## config.mk

```make
export PLATFORM = sky130hd
export DESIGN_NAME = b3sp_bank
export DESIGN_NICKNAME = d
export VERILOG_FILES = /design/src/b3sp_pkg.sv /design/src/b3sp_bank.sv
export SDC_FILE = /design/constraint.sdc
export NUM_CORES = 1
export LEC_CHECK = 0
export BUFFER_PORTS_ARGS = -buffer_cell sky130_fd_sc_hd__buf_2
export CORE_ASPECT_RATIO = 1.5
export CORE_MARGIN = 4
export CORE_UTILIZATION = 45
export DETAILED_ROUTE_END_ITERATION = 12
export PLACE_DENSITY = 0.7
export SYNTH_ARGS = -nofsm -noshare
export SYNTH_HDL_FRONTEND = slang
export SYNTH_SLANG_ARGS = --single-unit
```

## constraint.sdc

```tcl
create_clock -name clk -period 5.1 [get_ports clk]
set_clock_uncertainty 0.15 [all_clocks]
set_input_delay 0.255 -clock clk [delete_from_list [all_inputs] [get_ports clk]]
set_output_delay 0.255 -clock clk [all_outputs]
set_load 0.02 [all_outputs]
```

## src/b3sp_pkg.sv

```systemverilog
// Package for the buck3 set-point register bank: offsets, fields, reset values, decode constants.
// Assumes an 8-bit register port fed by the device's control-bus slave.
package b3sp_pkg;
    localparam logic [7:0] B3A_NORMAL_OFS = 8'h3c;
    localparam logic [7:0] B3A_STANDBY_OFS = 8'h3d;
    localparam logic [7:0] B3A_SLEEP_OFS = 8'h3e;
    localparam logic [7:0] B3A_MODE_OFS = 8'h3f;
    localparam logic [7:0] B3A_CONF_OFS = 8'h40;
    localparam logic [7:0] B3B_NORMAL_OFS = 8'h43;
    localparam logic [7:0] B3B_STANDBY_OFS = 8'h44;
    localparam logic [7:0] B3B_SLEEP_OFS = 8'h45;
    localparam logic [7:0] B3B_MODE_OFS = 8'h46;
    localparam logic [7:0] B3B_CONF_OFS = 8'h47;
    localparam int RANGE_BIT = 6;
    localparam logic [7:0] SETPOINT_WMASK = 8'h3f;
    localparam logic [7:0] MODE_WMASK = 8'h2f;
    localparam logic [7:0] CONF_WMASK = 8'hff;
    localparam logic [7:0] SETPOINT_RESET = 8'h00;
    localparam logic [7:0] MODE_RESET = 8'h00;
    localparam logic [7:0] CONF_RESET = 8'h00;
    // Highest defined code in the high range; above it is reserved
    localparam logic [5:0] HIGH_LAST_CODE = 6'h32;
    // Target in millivolts: low = base + 25 mV * code, high = base + 50 mV * code
    localparam logic [11:0] LOW_BASE_MV = 12'h190;
    localparam logic [11:0] HIGH_BASE_MV = 12'h320;
    localparam logic [11:0] LOW_STEP_MV = 12'h019;
    localparam logic [11:0] HIGH_STEP_MV = 12'h032;

    typedef enum logic [2:0] {
        B3SP_NORMAL = 3'b001,
        B3SP_STANDBY = 3'b010,
        B3SP_SLEEP = 3'b100
    } b3sp_opmode_t;

    typedef struct packed {
        logic [1:0] voltage_transition_speed;
        logic [1:0] phase_clock;
        logic [1:0] switch_freq;
        logic current_limit_select;
        logic [3:0] switching_mode;
        logic sleep_pfm;
    } b3sp_chan_ctrl_t;

    typedef struct packed {
        logic [6:0] code;
        logic [11:0] target_mv;
        logic valid;
    } b3sp_target_t;
endpackage

```

## src/b3sp_bank.sv

```systemverilog
// Register bank and set-point decode for the dual-channel buck3 regulator.
// Assumes a byte register port from the control-bus slave, synchronous to clk,
// and a strapped range bit per channel held steady around reset release.
`timescale 1ns/10ps

module b3sp_bank
    import b3sp_pkg::*;
(
    // Clock and reset
    input wire logic clk,
    input wire logic reset,
    // Range straps from default configuration or one-time memory
    input wire logic range_strap_a,
    input wire logic range_strap_b,
    // Register port
    input wire logic reg_wr,
    input wire logic reg_rd,
    input wire logic [7:0] reg_addr,
    input wire logic [7:0] reg_wdata,
    output logic [7:0] reg_rdata,
    output logic reg_hit,
    // Operating mode per channel
    input wire b3sp_opmode_t opmode_a,
    input wire b3sp_opmode_t opmode_b,
    // Regulator controls
    output b3sp_chan_ctrl_t ctrl_a,
    output b3sp_chan_ctrl_t ctrl_b,
    output b3sp_target_t target_a,
    output b3sp_target_t target_b
);
    localparam int NREG = 10;
    localparam logic [7:0] OFS [NREG] = '{B3A_NORMAL_OFS, B3A_STANDBY_OFS, B3A_SLEEP_OFS,
        B3A_MODE_OFS, B3A_CONF_OFS, B3B_NORMAL_OFS, B3B_STANDBY_OFS, B3B_SLEEP_OFS,
        B3B_MODE_OFS, B3B_CONF_OFS};
    localparam logic [7:0] WMASK [NREG] = '{SETPOINT_WMASK, SETPOINT_WMASK, SETPOINT_WMASK,
        MODE_WMASK, CONF_WMASK, SETPOINT_WMASK, SETPOINT_WMASK, SETPOINT_WMASK,
        MODE_WMASK, CONF_WMASK};
    localparam logic [7:0] RSTV [NREG] = '{SETPOINT_RESET, SETPOINT_RESET, SETPOINT_RESET,
        MODE_RESET, CONF_RESET, SETPOINT_RESET, SETPOINT_RESET, SETPOINT_RESET,
        MODE_RESET, CONF_RESET};

    // Slot of each register; channel b's group repeats channel a's from B_GROUP on
    localparam int A_NORMAL = 0;
    localparam int A_STANDBY = 1;
    localparam int A_SLEEP = 2;
    localparam int A_MODE = 3;
    localparam int A_CONF = 4;
    localparam int B_GROUP = 5;

    logic [7:0] regs_q [NREG];
    logic [7:0] regs_d [NREG];
    logic range_a_q, range_a_d, range_b_q, range_b_d;
    logic strap_done_q, strap_done_d;
    logic [7:0] rdata_q, rdata_d;
    b3sp_target_t target_a_q, target_a_d, target_b_q, target_b_d;

    // Register writes; the range bit is masked out of every set-point write
    always_comb
    begin
        for (int i = 0; i < NREG; i++)
        begin
            regs_d[i] = regs_q[i];
            if (reg_wr && reg_addr == OFS[i])
            begin
                regs_d[i] = reg_wdata & WMASK[i];
            end
        end
    end

    // Straps are sampled once after reset release, never under the async reset
    // Limitation: a strap that moves after release is ignored until the next reset
    always_comb
    begin
        strap_done_d = 1'b1;
        range_a_d = strap_done_q ? range_a_q : range_strap_a;
        range_b_d = strap_done_q ? range_b_q : range_strap_b;
    end

    function automatic logic [7:0] view(input int i, input logic rng);
        logic [7:0] v;
        v = regs_q[i];
        if (WMASK[i] == SETPOINT_WMASK)
        begin
            v[RANGE_BIT] = rng;
        end
        return v;
    endfunction

    // Read mux: unmapped addresses read zero and drop reg_hit
    always_comb
    begin
        rdata_d = rdata_q;
        reg_hit = 1'b0;
        for (int i = 0; i < NREG; i++)
        begin
            if (reg_addr == OFS[i])
            begin
                reg_hit = 1'b1;
            end
        end
        if (reg_rd)
        begin
            rdata_d = 8'h00;
            for (int i = 0; i < NREG; i++)
            begin
                if (reg_addr == OFS[i])
                begin
                    // The latch's next value lets a read on the first edge see the strap
                    rdata_d = view(i, (i < B_GROUP) ? range_a_d : range_b_d);
                end
            end
        end
    end

    function automatic b3sp_target_t decode(input b3sp_target_t prev, input logic rng,
                                            input logic [5:0] code);
        b3sp_target_t t;
        t = prev;
        if (!rng)
        begin
            t.code = {1'b0, code};
            t.target_mv = LOW_BASE_MV + LOW_STEP_MV * {6'h00, code};
            t.valid = 1'b1;
        end
        else if (code <= HIGH_LAST_CODE)
        begin
            t.code = {1'b1, code};
            t.target_mv = HIGH_BASE_MV + HIGH_STEP_MV * {6'h00, code};
            t.valid = 1'b1;
        end
        // Reserved high codes hold the last good target rather than glitch the rail
        return t;
    endfunction

    function automatic logic [5:0] pick(input b3sp_opmode_t m, input logic [7:0] n,
                                        input logic [7:0] s, input logic [7:0] z);
        logic [5:0] c;
        unique case (m)
            B3SP_NORMAL: c = n[5:0];
            B3SP_STANDBY: c = s[5:0];
            B3SP_SLEEP: c = z[5:0];
            default: c = n[5:0];
        endcase
        return c;
    endfunction

    // Each channel sees only its own register group; nothing is decoded until the
    // straps are latched, so no target ever carries the wrong range
    always_comb
    begin
        target_a_d = target_a_q;
        target_b_d = target_b_q;
        if (strap_done_q)
        begin
            target_a_d = decode(target_a_q, range_a_q,
                pick(opmode_a, regs_q[A_NORMAL], regs_q[A_STANDBY], regs_q[A_SLEEP]));
            target_b_d = decode(target_b_q, range_b_q,
                pick(opmode_b, regs_q[B_GROUP + A_NORMAL], regs_q[B_GROUP + A_STANDBY],
                regs_q[B_GROUP + A_SLEEP]));
        end
    end

    always_ff @(posedge clk or posedge reset)
    begin
        if (reset)
        begin
            for (int i = 0; i < NREG; i++)
            begin
                regs_q[i] <= RSTV[i];
            end
            range_a_q <= 1'b0;
            range_b_q <= 1'b0;
            strap_done_q <= 1'b0;
            rdata_q <= 8'h00;
            target_a_q <= '0;
            target_b_q <= '0;
        end
        else
        begin
            regs_q <= regs_d;
            range_a_q <= range_a_d;
            range_b_q <= range_b_d;
            strap_done_q <= strap_done_d;
            rdata_q <= rdata_d;
            target_a_q <= target_a_d;
            target_b_q <= target_b_d;
        end
    end

    assign reg_rdata = rdata_q;
    assign target_a = target_a_q;
    assign target_b = target_b_q;

    // Control fields come straight from the mode and configuration registers
    always_comb
    begin
        ctrl_a.voltage_transition_speed = regs_q[A_CONF][7:6];
        ctrl_a.phase_clock = regs_q[A_CONF][5:4];
        ctrl_a.switch_freq = regs_q[A_CONF][3:2];
        ctrl_a.current_limit_select = regs_q[A_CONF][0];
        ctrl_a.switching_mode = regs_q[A_MODE][3:0];
        ctrl_a.sleep_pfm = regs_q[A_MODE][5];
        ctrl_b.voltage_transition_speed = regs_q[B_GROUP + A_CONF][7:6];
        ctrl_b.phase_clock = regs_q[B_GROUP + A_CONF][5:4];
        ctrl_b.switch_freq = regs_q[B_GROUP + A_CONF][3:2];
        ctrl_b.current_limit_select = regs_q[B_GROUP + A_CONF][0];
        ctrl_b.switching_mode = regs_q[B_GROUP + A_MODE][3:0];
        ctrl_b.sleep_pfm = regs_q[B_GROUP + A_MODE][5];
    end
endmodule

```

==> flow_summary.json, run 1 <==
{
  "slowest_delay_ns": 0.47,
  "start_kind": "flop",
  "r2r_setup_slack_ns": 1.04,
  "r2r_cells": 15,
  "vias": 6006,
  "cts_buffers": 17,
  "clk_pin_slew_worst_paths_ns": 0.06,
  "totalNegativeSetupSlack_ns": 0,
  "layout_setup_ws_ns": 1.039,
  "yosys_warnings": 0,
  "synth_fa_ha_area_share_pct": 15.97,
  "cp_num_cells": 15,
  "drive_gt1_share_pct": 26.46,
  "hold_violations": 0,
  "whs_ns": 0.05766,
  "maxCapViolations": 0,
  "syn_area_per_cell_um2": 10.08,
  "grt_pass1_wl_um": 30550,
  "rows": 58,
  "synthArstFlopShare_pct": 100.0,
  "synth_seq_cells": 113,
  "synth_fp_nets": 889,
  "place_hpwl_um": 14230,
  "grt_overflow": 0,
  "postCtsSetupBuffers": 0,
  "dp.cells": 1027,
  "final_cell_mix": "dfrtp_1 (113), buf_2 (100), ha_1 (89), mux2_2 (70), nand2_1 (63)",
  "final_cells": 1064,
  "place.gp.congestion": 0.9009,
  "startpoint": "regs_q[65]",
  "routed_via_density": 5.645,
  "crit_type": "reg -> reg",
  "r2r-end": "target_a[12]",
  "nets": 964,
  "post-route-min-period_ns": 4.061,
  "dieArea_um2": 19370,
  "ys_seq_area_share_pct": 36.61,
  "hold_path.class": "in -> reg",
  "cp_common_cell": "ha_1",
  "drtIter0Drc": 292,
  "path_cells": "nor3_1 -> o21ai_0 -> o221ai_1 -> buf_4 -> inv_1 -> ha_1 -> ha_1 -> ha_1 -> fa_1 -> a211oi_1 -> o21bai_1 -> and2_1 -> o21a_1 -> o32ai_1 -> o21ai_1",
  "ios": 101,
  "ctsLongestPathBuffers": 2,
  "clock_sinks": 113,
  "synth_top_family_by_area": "adder cells",
  "muxShareOfSynthArea_pct": 13.32,
  "synth_cell_types": 66,
  "grtUsageTotal_pct": 19.92,
  "h-tree-depth": 4,
  "fmax_mhz": 246.2,
  "coreArea_um2": 16840,
  "synth-xor-area-share_pct": 2.268,
  "crit_fanout": 6,
  "p_leak_nw": 4.606,
  "area_delta_synth_final_pct": 15.10,
  "die_y_um": 168.5,
  "place_ws_ns": 0.7278,
  "synth_enable_flop_cells": 0,
  "cts_tree": "yes",
  "critPathBufInv": 2,
  "wl_um": 18790,
  "grt_max_degree": 73,
  "final_common_cell": "dfrtp_1",
  "synth_compound_area_share_pct": 15.15,
  "antenna_found_initial": 0,
  "io_buffer_count": 100,
  "synth_ff_type": "dfrtp_1",
  "synthSimpleGateAreaFrac_pct": 10.29,
  "grt_pass1_vias": 5988,
  "hold_depth": 2,
  "slew_headroom_pct": 41.11,
  "fin_crit_sh_pct": 79.63,
  "slew_viol_final": 0,
  "finalSetupViolations": 0,
  "cp-end-kind": "flop",
  "timing.rr.start": "regs_q[65]",
  "antennaDiodeCount": 0,
  "critical_path_required_ns": 5.25,
  "drtPass1Iterations": 5,
  "wl_per_cell_um": 17.66,
  "post-route-drc-count": 0,
  "endpoint": "target_a[12]",
  "cts_root_buffer": "clkbuf_16",
  "syn_inst": 766,
  "crit_family": "adder cells",
  "rsz0062_at_grt": "no",
  "ant_nets": 0,
  "cp.arrival_ns": 4.22,
  "crit_slowest_cell": "fa_1",
  "die_x_um": 115.0,
  "status": "complete, no violations",
  "hold_start": "reg_rd",
  "synth_area_um2": 7724,
  "peakVddDrop_v": 0.0002441,
  "start_util_pct": 45.88,
  "clk_latency_ns": 0.43,
  "tightestPinTransition_ns": 0.8833,
  "p_per_area_nw_per_um2": 326.7
}
## worst min path at each step
| stage | endpoint | slack, ns |
|---|---|---|
| 2_1_floorplan | ctrl_a[10] | 0.26 |
| 5_1_grt | reg_rdata[7] | 0.06 |
| 6_report | reg_rdata[7] | 0.06 |
| 3_3_place_gp | target_b[0] | 0.29 |
| 4_1_cts | reg_rdata[7] | 0.04 |
| 3_5_place_dp | target_b[0] | 0.30 |
## synthesized netlist by cell type (11+ instances only)
cell,n,area [um2]
a21oi_1,32,160.2
nor2_1,39,146.4
mux2_2,70,788.3
nand3_1,14,70.07
dfrtp_1,113,2828
inv_1,47,176.4
o21ai_0,52,260.3
mux2i_1,15,150.1
ha_1,89,1114
clkbuf_1,22,82.58
buf_4,24,180.2
o221ai_1,14,122.6
xnor2_1,11,96.34
nor2b_1,13,81.33
nand2_1,63,236.5
## layer usage
layer | vias to the layer above | track usage, % | wire length, um
met5 | - | 0 | 0
met4 | 0 | 6.997 | 419
met3 | 37 | 4.614 | 897
met2 | 151 | 34.20 | 9649
met1 | 2918 | 24.24 | 7828
li1 | 2900 | - | -
## power breakdown
| part | internal [W] | switching, W | leakage [nW] |
|---|---|---|---|
| logic | 0.000271 | 0.000409 | 2.83 |
| clock network | 0.000744 | 0.000443 | 0.278 |
| registers | 0.000978 | 0.0000600 | 1.50 |
## kinds of logic after synthesis
kind of cell / after synthesis
DFF: 113
xor gates and xnor gates: 20
buffers and inverters: 104
adders and majority gates: 95
other: 1
muxes: 89
AOI/OAI and AO/OA: 178
and+or+nand+nor: 166
## sequential cells by signal (all words and copies together) (netlist names), 8 cells and up
register   flops
target_a      20
target_b      20
reg_rdata      8
regs_q        38
ctrl_a        12
ctrl_b        12
## area by class of cell
class	instances	area, um2
clock buffers	20	456.7
flip-flops and latches	113	2828
clock inverters	12	135.1
well taps	210	262.8
inverters	48	182.7
multi-input cells	549	4422
fillers	1565	7946
repair buffers	112	603.1
## worst register-to-register path: stages (launching register included)
cell and delay (ns):
dfrtp_1 0.40, nor3_1 0.17, o21ai_0 0.10, o221ai_1 0.08, buf_4 0.18, inv_1 0.08, ha_1 0.35, ha_1 0.32
ha_1 0.33, fa_1 0.47, a211oi_1 0.37, o21bai_1 0.14, and2_1 0.20, o21a_1 0.19, o32ai_1 0.30, o21ai_1 0.11
## timing repair
| item | CTS | global route |
|---|---|---|
| hold buffers | 5 | 0 |
| endpoints found under the hold margin | 77 | 0 |
| setup endpoints to repair | 0 | 0 |
| gates resized for setup | 0 | 0 |
## through the flow
stage	total power [W]	instance area (um2)	utilization, %
after floorplan	0.001535	7724	-
after global placement	0.001720	8248	48.99
after detailed placement	0.001733	8248	48.99
after CTS	0.002928	8890	52.80
after global routing	0.003055	8890	52.80
final	0.002905	8890	52.80
(Power assumes the default switching activity.)
==> run 2: changes to the inputs <==
==> constraint.sdc (replaced) <==
create_clock -name clk -period 3.74 [get_ports clk]
set_clock_uncertainty 0.15 [all_clocks]
set_input_delay 0.187 -clock clk [delete_from_list [all_inputs] [get_ports clk]]
set_output_delay 0.187 -clock clk [all_outputs]
set_load 0.02 [all_outputs]
==> run 2 against run 1 <==
Worst setup slack got worse by 0.90 ns. Maximum frequency grew 13%. Sequential power rose by 37%. Register-to-register slack worse by 0.90 ns. Utilization up 6.0 points. Critical path depth down 1. Via count is 4.9% higher. Critical endpoint unchanged.
==> flow_summary.json, run 2 (synthesis gave the netlist of run 1 again) <==
{
  "post-route-min-period_ns": 3.605,
  "place_ws_ns": -0.1710,
  "cts_root_buffer": "clkbuf_16",
  "routed_via_density": 5.478,
  "placedInstanceArea_um2": 8990,
  "path_cells": "nor2b_1 -> o21ai_1 -> o221ai_4 -> buf_4 -> ha_1 -> ha_1 -> ha_1 -> fa_1 -> a211oi_2 -> o21bai_1 -> and2_1 -> o21a_1 -> o32ai_2 -> o21ai_1",
  "final_common_cell": "dfrtp_1",
  "dieArea_um2": 19370,
  "grt_util_met3_pct": 3.577,
  "p_per_area_nw_per_um2": 430.9,
  "die_y_um": 168.5,
  "finalSetupViolations": 0,
  "wl_per_cell_um": 17.27,
  "utilization_pct": 58.85,
  "cp.arrival_ns": 3.75,
  "crit_type": "reg -> reg",
  "status": "complete, no violations",
  "maxCapViolations": 0,
  "antennaDiodeCount": 0,
  "p_clk_share_pct": 40.6,
  "critPathBufInv": 1,
  "hold_depth": 2,
  "place.gp.congestion": 0.9258,
  "critical_path_required_ns": 3.89,
  "crit_family": "compound AO/OA/AOI/OAI gates",
  "h-tree-depth": 4,
  "top_register": "regs_q",
  "p_leak_nw": 5.074,
  "grt_busiest_layer": "met2",
  "slew_viol_final": 0,
  "cp_num_cells": 14,
  "drive_gt1_share_pct": 38.19,
  "final_cell_mix": "dfrtp_1 (111), buf_2 (100), buf_4 (94), ha_1 (77), mux2_2 (70)",
  "rsz0062_at_grt": "yes",
  "drtPass1Iterations": 4,
  "cp_common_cell": "ha_1",
  "power.net_switching_w": 0.001255,
  "r2r_setup_slack_ns": 0.14,
  "largest_reg_flops": 38,
  "gr-usage-met1_pct": 24.84,
  "tightestPinTransition_ns": 0.9369,
  "crit_fanout": 5,
  "wl_um": 19860,
  "ios": 101,
  "post-route-drc-count": 0,
  "area_delta_synth_final_pct": 28.28,
  "layout_setup_ws_ns": 0.1354,
  "grt_max_degree": 76,
  "timing.rr.start": "regs_q[73]",
  "peakVddDrop_v": 0.0004286,
  "io_buffer_count": 100,
  "grtUsageTotal_pct": 21.15,
  "place_hpwl_um": 15110,
  "ctsLongestPathBuffers": 2,
  "cp-end-kind": "flop",
  "drtIter0Drc": 290,
  "crit_slowest_cell": "fa_1",
  "nets": 1052,
  "cts_buffers": 17,
  "final_cell_area_um2": 9908,
  "clk_latency_ns": 0.42,
  "die_x_um": 115.0,
  "grt_pass1_wl_um": 32730,
  "coreArea_um2": 16840,
  "antenna_found_initial": 0,
  "clk_pin_slew_worst_paths_ns": 0.05,
  "clock_sinks": 113,
  "intPower_w": 0.003014,
  "fmax_mhz": 277.4,
  "slowest_delay_ns": 0.42,
  "start_kind": "flop",
  "pwr-share-seq_pct": 33.1,
  "hold_violations": 0,
  "slew_headroom_pct": 37.54,
  "ant_nets": 0,
  "grt_pass1_vias": 6556,
  "r2r-end": "target_a[12]",
  "rows": 58,
  "grt_overflow": 0,
  "startpoint": "regs_q[73]",
  "switching_share_pct": 29.40,
  "hold_path.class": "in -> reg",
  "endpoint": "target_a[12]",
  "p_comb_share_pct": 26.3,
  "fin_crit_sh_pct": 96.38,
  "r2r_cells": 14,
  "grt_util_met2_pct": 37.65,
  "vias": 6300,
  "start_util_pct": 45.88,
  "cts_tree": "yes"
}
-- run 2: cell count changes in the layout (fill, tap and decap cells not counted), sizes merged --
cell,before,now
buf,107,194
bufinv,2,4
clkbuf,20,21
clkinv,7,5
clkinvlp,4,1
dlygate4sd3,5,6
-- run 2: worst min path at each step --
stage | from | end | slack, ns
after floorplan | reg_wdata[6] | ctrl_a[10] | 0.19
after detailed placement | reg_wdata[6] | ctrl_a[10] | 0.29
after global routing | reg_wdata[4] | ctrl_a[8] | 0.04
after global placement | reg_wdata[6] | ctrl_b[10] | 0.28
final | reg_wdata[3] | ctrl_a[7] | 0.05
after CTS | reg_addr[7] | reg_rdata[3] | 0.02
-- run 2: layout make-up --
type                       count  area [um2]
clock buffer                  21       480.5
clock inverter                 9       155.1
fill                        1445        6928
inverter                      48       182.7
multi-input combinational    549        4731
sequential                   113        2830
tap                          210       262.8
timing repair buffer         200        1266
-- run 2: metrics by stage --
stage                     hold slack, ns  total power [W]  cells  TNS (ns)
after CTS                        0.02455         0.004258   1145         0
final                            0.04655         0.004269   1150         0
after global placement            0.2849         0.002469   1109   -0.2263
after detailed placement          0.2886         0.002496   1109   -0.7821
after global routing             0.04172         0.004500   1150   -0.1270
after floorplan                   0.1875         0.002116    766  -0.02986
-- run 2: routing by layer --
| layer | routed length (um) | vias up |
|---|---|---|
| li1 | - | 3055 |
| met1 | 8052 | 3044 |
| met2 | 10480 | 168 |
| met3 | 843 | 33 |
| met4 | 484 | 0 |
| met5 | 0 | - |
-- run 2: power by group through the flow --
stage | logic, W | clock network (W) | registers, W
6_report | 0.00112 | 0.00173 | 0.00142
5_1_grt | 0.00125 | 0.00182 | 0.00143
2_1_floorplan | 0.000607 | 0 | 0.00151
3_3_place_gp | 0.00104 | 0 | 0.00143
4_1_cts | 0.00108 | 0.00176 | 0.00142
3_5_place_dp | 0.00106 | 0 | 0.00144
-- run 2: timing repair --
action | 4_1_cts | 5_1_grt
resized for setup | 5 | 40
setup endpoints to repair | 5 | 8
hold endpoints to repair | 82 | 0
hold buffers | 6 | 0
pin swaps | 1 | 9
setup buffers | 0 | 5
-- run 2: worst reg2reg max path, cell delays in order (launching register included) --
cell and delay [ns]:
dfrtp_1 0.35, nor2b_1 0.05, o21ai_1 0.20, o221ai_4 0.14, buf_4 0.18, ha_1 0.32
ha_1 0.29, ha_1 0.23, fa_1 0.42, a211oi_2 0.30, o21bai_1 0.14, and2_1 0.18
o21a_1 0.19, o32ai_2 0.26, o21ai_1 0.10
==> run 3: changes to the inputs <==
==> constraint.sdc (replaced) <==
create_clock -name clk -period 4.28 [get_ports clk]
set_clock_uncertainty 0.15 [all_clocks]
set_input_delay 0.214 -clock clk [delete_from_list [all_inputs] [get_ports clk]]
set_output_delay 0.214 -clock clk [all_outputs]
set_load 0.02 [all_outputs]
==> run 3 against run 2 <==
Count of clock-buffer cells in the layout is 1 lower. Sequential power is 13% lower. First-iteration DRC count is 11% higher. Total power is 17% lower. Sequential share of layout area is 2.8 points higher. Maximum frequency is 8.9% lower. Die area stayed put. Critical path depth is 2 lower. Global-route usage is 1.1 points lower. Worst setup slack better by 0.19 ns. Final cell count is 6.5% lower. Critical endpoint is now target_b[12]. Highest routed layer unchanged.
==> flow_summary.json, run 3 (synthesis gave the netlist of run 1 again) <==
{
  "grt_max_degree": 67,
  "crit_family": "adder cells",
  "rsz0062_at_grt": "no",
  "hold_violations": 0,
  "grt_util_met3_pct": 3.648,
  "totalNegativeSetupSlack_ns": 0,
  "largest_reg_flops": 38,
  "cp_common_cell": "ha_1",
  "intPower_w": 0.002445,
  "cts_buffers": 17,
  "critPathBufInv": 0,
  "crit_slowest_cell": "fa_1",
  "postCtsSetupBuffers": 0,
  "antennaDiodeCount": 0,
  "slew_viol_final": 0,
  "post-route-drc-count": 0,
  "slew_headroom_pct": 43.19,
  "grt_overflow": 0,
  "rows": 58,
  "dieArea_um2": 19370,
  "antenna_found_initial": 0,
  "clk_latency_ns": 0.42,
  "final_cell_mix": "dfrtp_1 (113), buf_2 (100), ha_1 (89), mux2_2 (70), nand2_1 (63)",
  "top_register": "regs_q",
  "crit_type": "reg -> reg",
  "io_buffer_count": 100,
  "crit_fanout": 4,
  "cts_tree": "yes",
  "grtUsageTotal_pct": 20.06,
  "final_common_cell": "dfrtp_1",
  "h-tree-depth": 4,
  "fmax_mhz": 252.7,
  "drtIter0Drc": 323,
  "hold_path.class": "in -> reg",
  "vias": 5955,
  "placedInstanceArea_um2": 8343,
  "wl_um": 18880,
  "clock_sinks": 113,
  "cts_root_buffer": "clkbuf_16",
  "final_cell_area_um2": 9007,
  "drive_gt1_share_pct": 27.40,
  "post-route-min-period_ns": 3.957,
  "nets": 975,
  "pwr-share-seq_pct": 35.0,
  "grt_pass1_vias": 6118,
  "ant_nets": 0,
  "peakVddDrop_v": 0.0002652,
  "p_clk_share_pct": 41.6,
  "p_comb_share_pct": 23.4,
  "ctsHoldBuffers": 5,
  "cp-end-kind": "flop",
  "place.gp.congestion": 0.9238,
  "wl_per_cell_um": 17.56,
  "fin_crit_sh_pct": 92.45,
  "p_per_area_nw_per_um2": 391.6,
  "critical_path_required_ns": 4.48,
  "grt_pass1_wl_um": 30860,
  "clk_pin_slew_worst_paths_ns": 0.06,
  "status": "complete, no violations",
  "start_kind": "flop",
  "p_leak_nw": 4.676,
  "drtPass1Iterations": 4,
  "switching_share_pct": 30.67,
  "area_delta_synth_final_pct": 16.62,
  "grt_util_met2_pct": 35.26,
  "gr-usage-met1_pct": 24.11,
  "finalSetupViolations": 0,
  "ctsLongestPathBuffers": 2,
  "routed_via_density": 5.540,
  "path_cells": "a32oi_1 -> nand2_1 -> ha_1 -> ha_1 -> ha_1 -> fa_1 -> a211oi_1 -> nor2_1 -> xor2_1 -> o21ai_0 -> o41a_1 -> nand3_1",
  "die_x_um": 115.0,
  "cp.arrival_ns": 4.16,
  "die_y_um": 168.5,
  "grt_busiest_layer": "met2",
  "slowest_delay_ns": 0.46,
  "ios": 101,
  "power.net_switching_w": 0.001082,
  "coreArea_um2": 16840,
  "start_util_pct": 45.88,
  "postCtsResizedCells": 0,
  "maxCapViolations": 0,
  "tightestPinTransition_ns": 0.8490,
  "place_hpwl_um": 14390
}
==> run 3: cell count changes in the layout (fill, tap and decap cells not counted), moves of 4 or more <==
cell,change
buf_4,-77
ha_1,+12
o21ai_0,+10
ha_4,-9
o21ai_1,-8
o221ai_1,+7
inv_1,+5
inv_2,-5
a211oi_1,+4
a211oi_2,-4
o221ai_4,-4
==> run 3: final timing paths <==
check                          endpoint         from  slack (ns)  cells past startpoint
max in group asynchronous    regs_q[56]        reset        2.73                      4
hold reg to reg             target_b[0]  target_b[0]        0.31                      1
min in group asynchronous   target_b[2]        reset        0.35                      3
setup reg to reg           target_b[12]   regs_q[33]        0.32                     12
setup / recovery           target_b[12]   regs_q[33]        0.32                     12
hold / removal             reg_rdata[7]       reg_rd        0.02                      2
==> run 3: cell type report <==
cell class              count  area [um2]
fillers                  1537        7829
flip-flops and latches    113        2828
repair buffers            123       698.2
clock buffers              20       456.7
inverters                  48       182.7
multi-input cells         549        4422
clock inverters            12       157.7
well taps                 210       262.8
==> run 3: power groups by stage <==
stage               combinational (W)  clock, W  sequential, W
floorplan                    0.000513         0        0.00132
finish                       0.000824   0.00147        0.00124
detailed placement           0.000817         0        0.00125
CTS                          0.000833   0.00149        0.00124
global placement             0.000806         0        0.00125
global route                 0.000924   0.00154        0.00125
==> run 3: worst reg2reg max path, cell delays in order (launching register included) <==
cell	delay, ns
dfrtp_1	0.43
a32oi_1	0.33
nand2_1	0.16
ha_1	0.37
ha_1	0.31
ha_1	0.32
fa_1	0.46
a211oi_1	0.27
nor2_1	0.10
xor2_1	0.24
o21ai_0	0.23
o41a_1	0.43
nand3_1	0.09
==> run 3: metrics by stage <==
step	worst slack [ns]	instances	power, W	hold slack, ns	utilization, %
after floorplan	0.1724	766	0.001829	0.2145	-
after global placement	0.1559	1038	0.002057	0.2748	49.55
after detailed placement	0.08948	1038	0.002070	0.2801	49.55
after CTS	0.3030	1075	0.003556	0.008181	53.50
after global routing	0.01040	1075	0.003708	0.04048	53.50
final	0.3231	1075	0.003527	0.01875	53.50
==> run 3: routing by layer <==
layer | routed length (um) | share of wire [%] | up-vias
met5 | 0 | 0 | -
met4 | 312 | 1.7 | 0
met3 | 884 | 4.7 | 18
met2 | 9894 | 52 | 155
met1 | 7786 | 41 | 2877
li1 | - | - | 2905
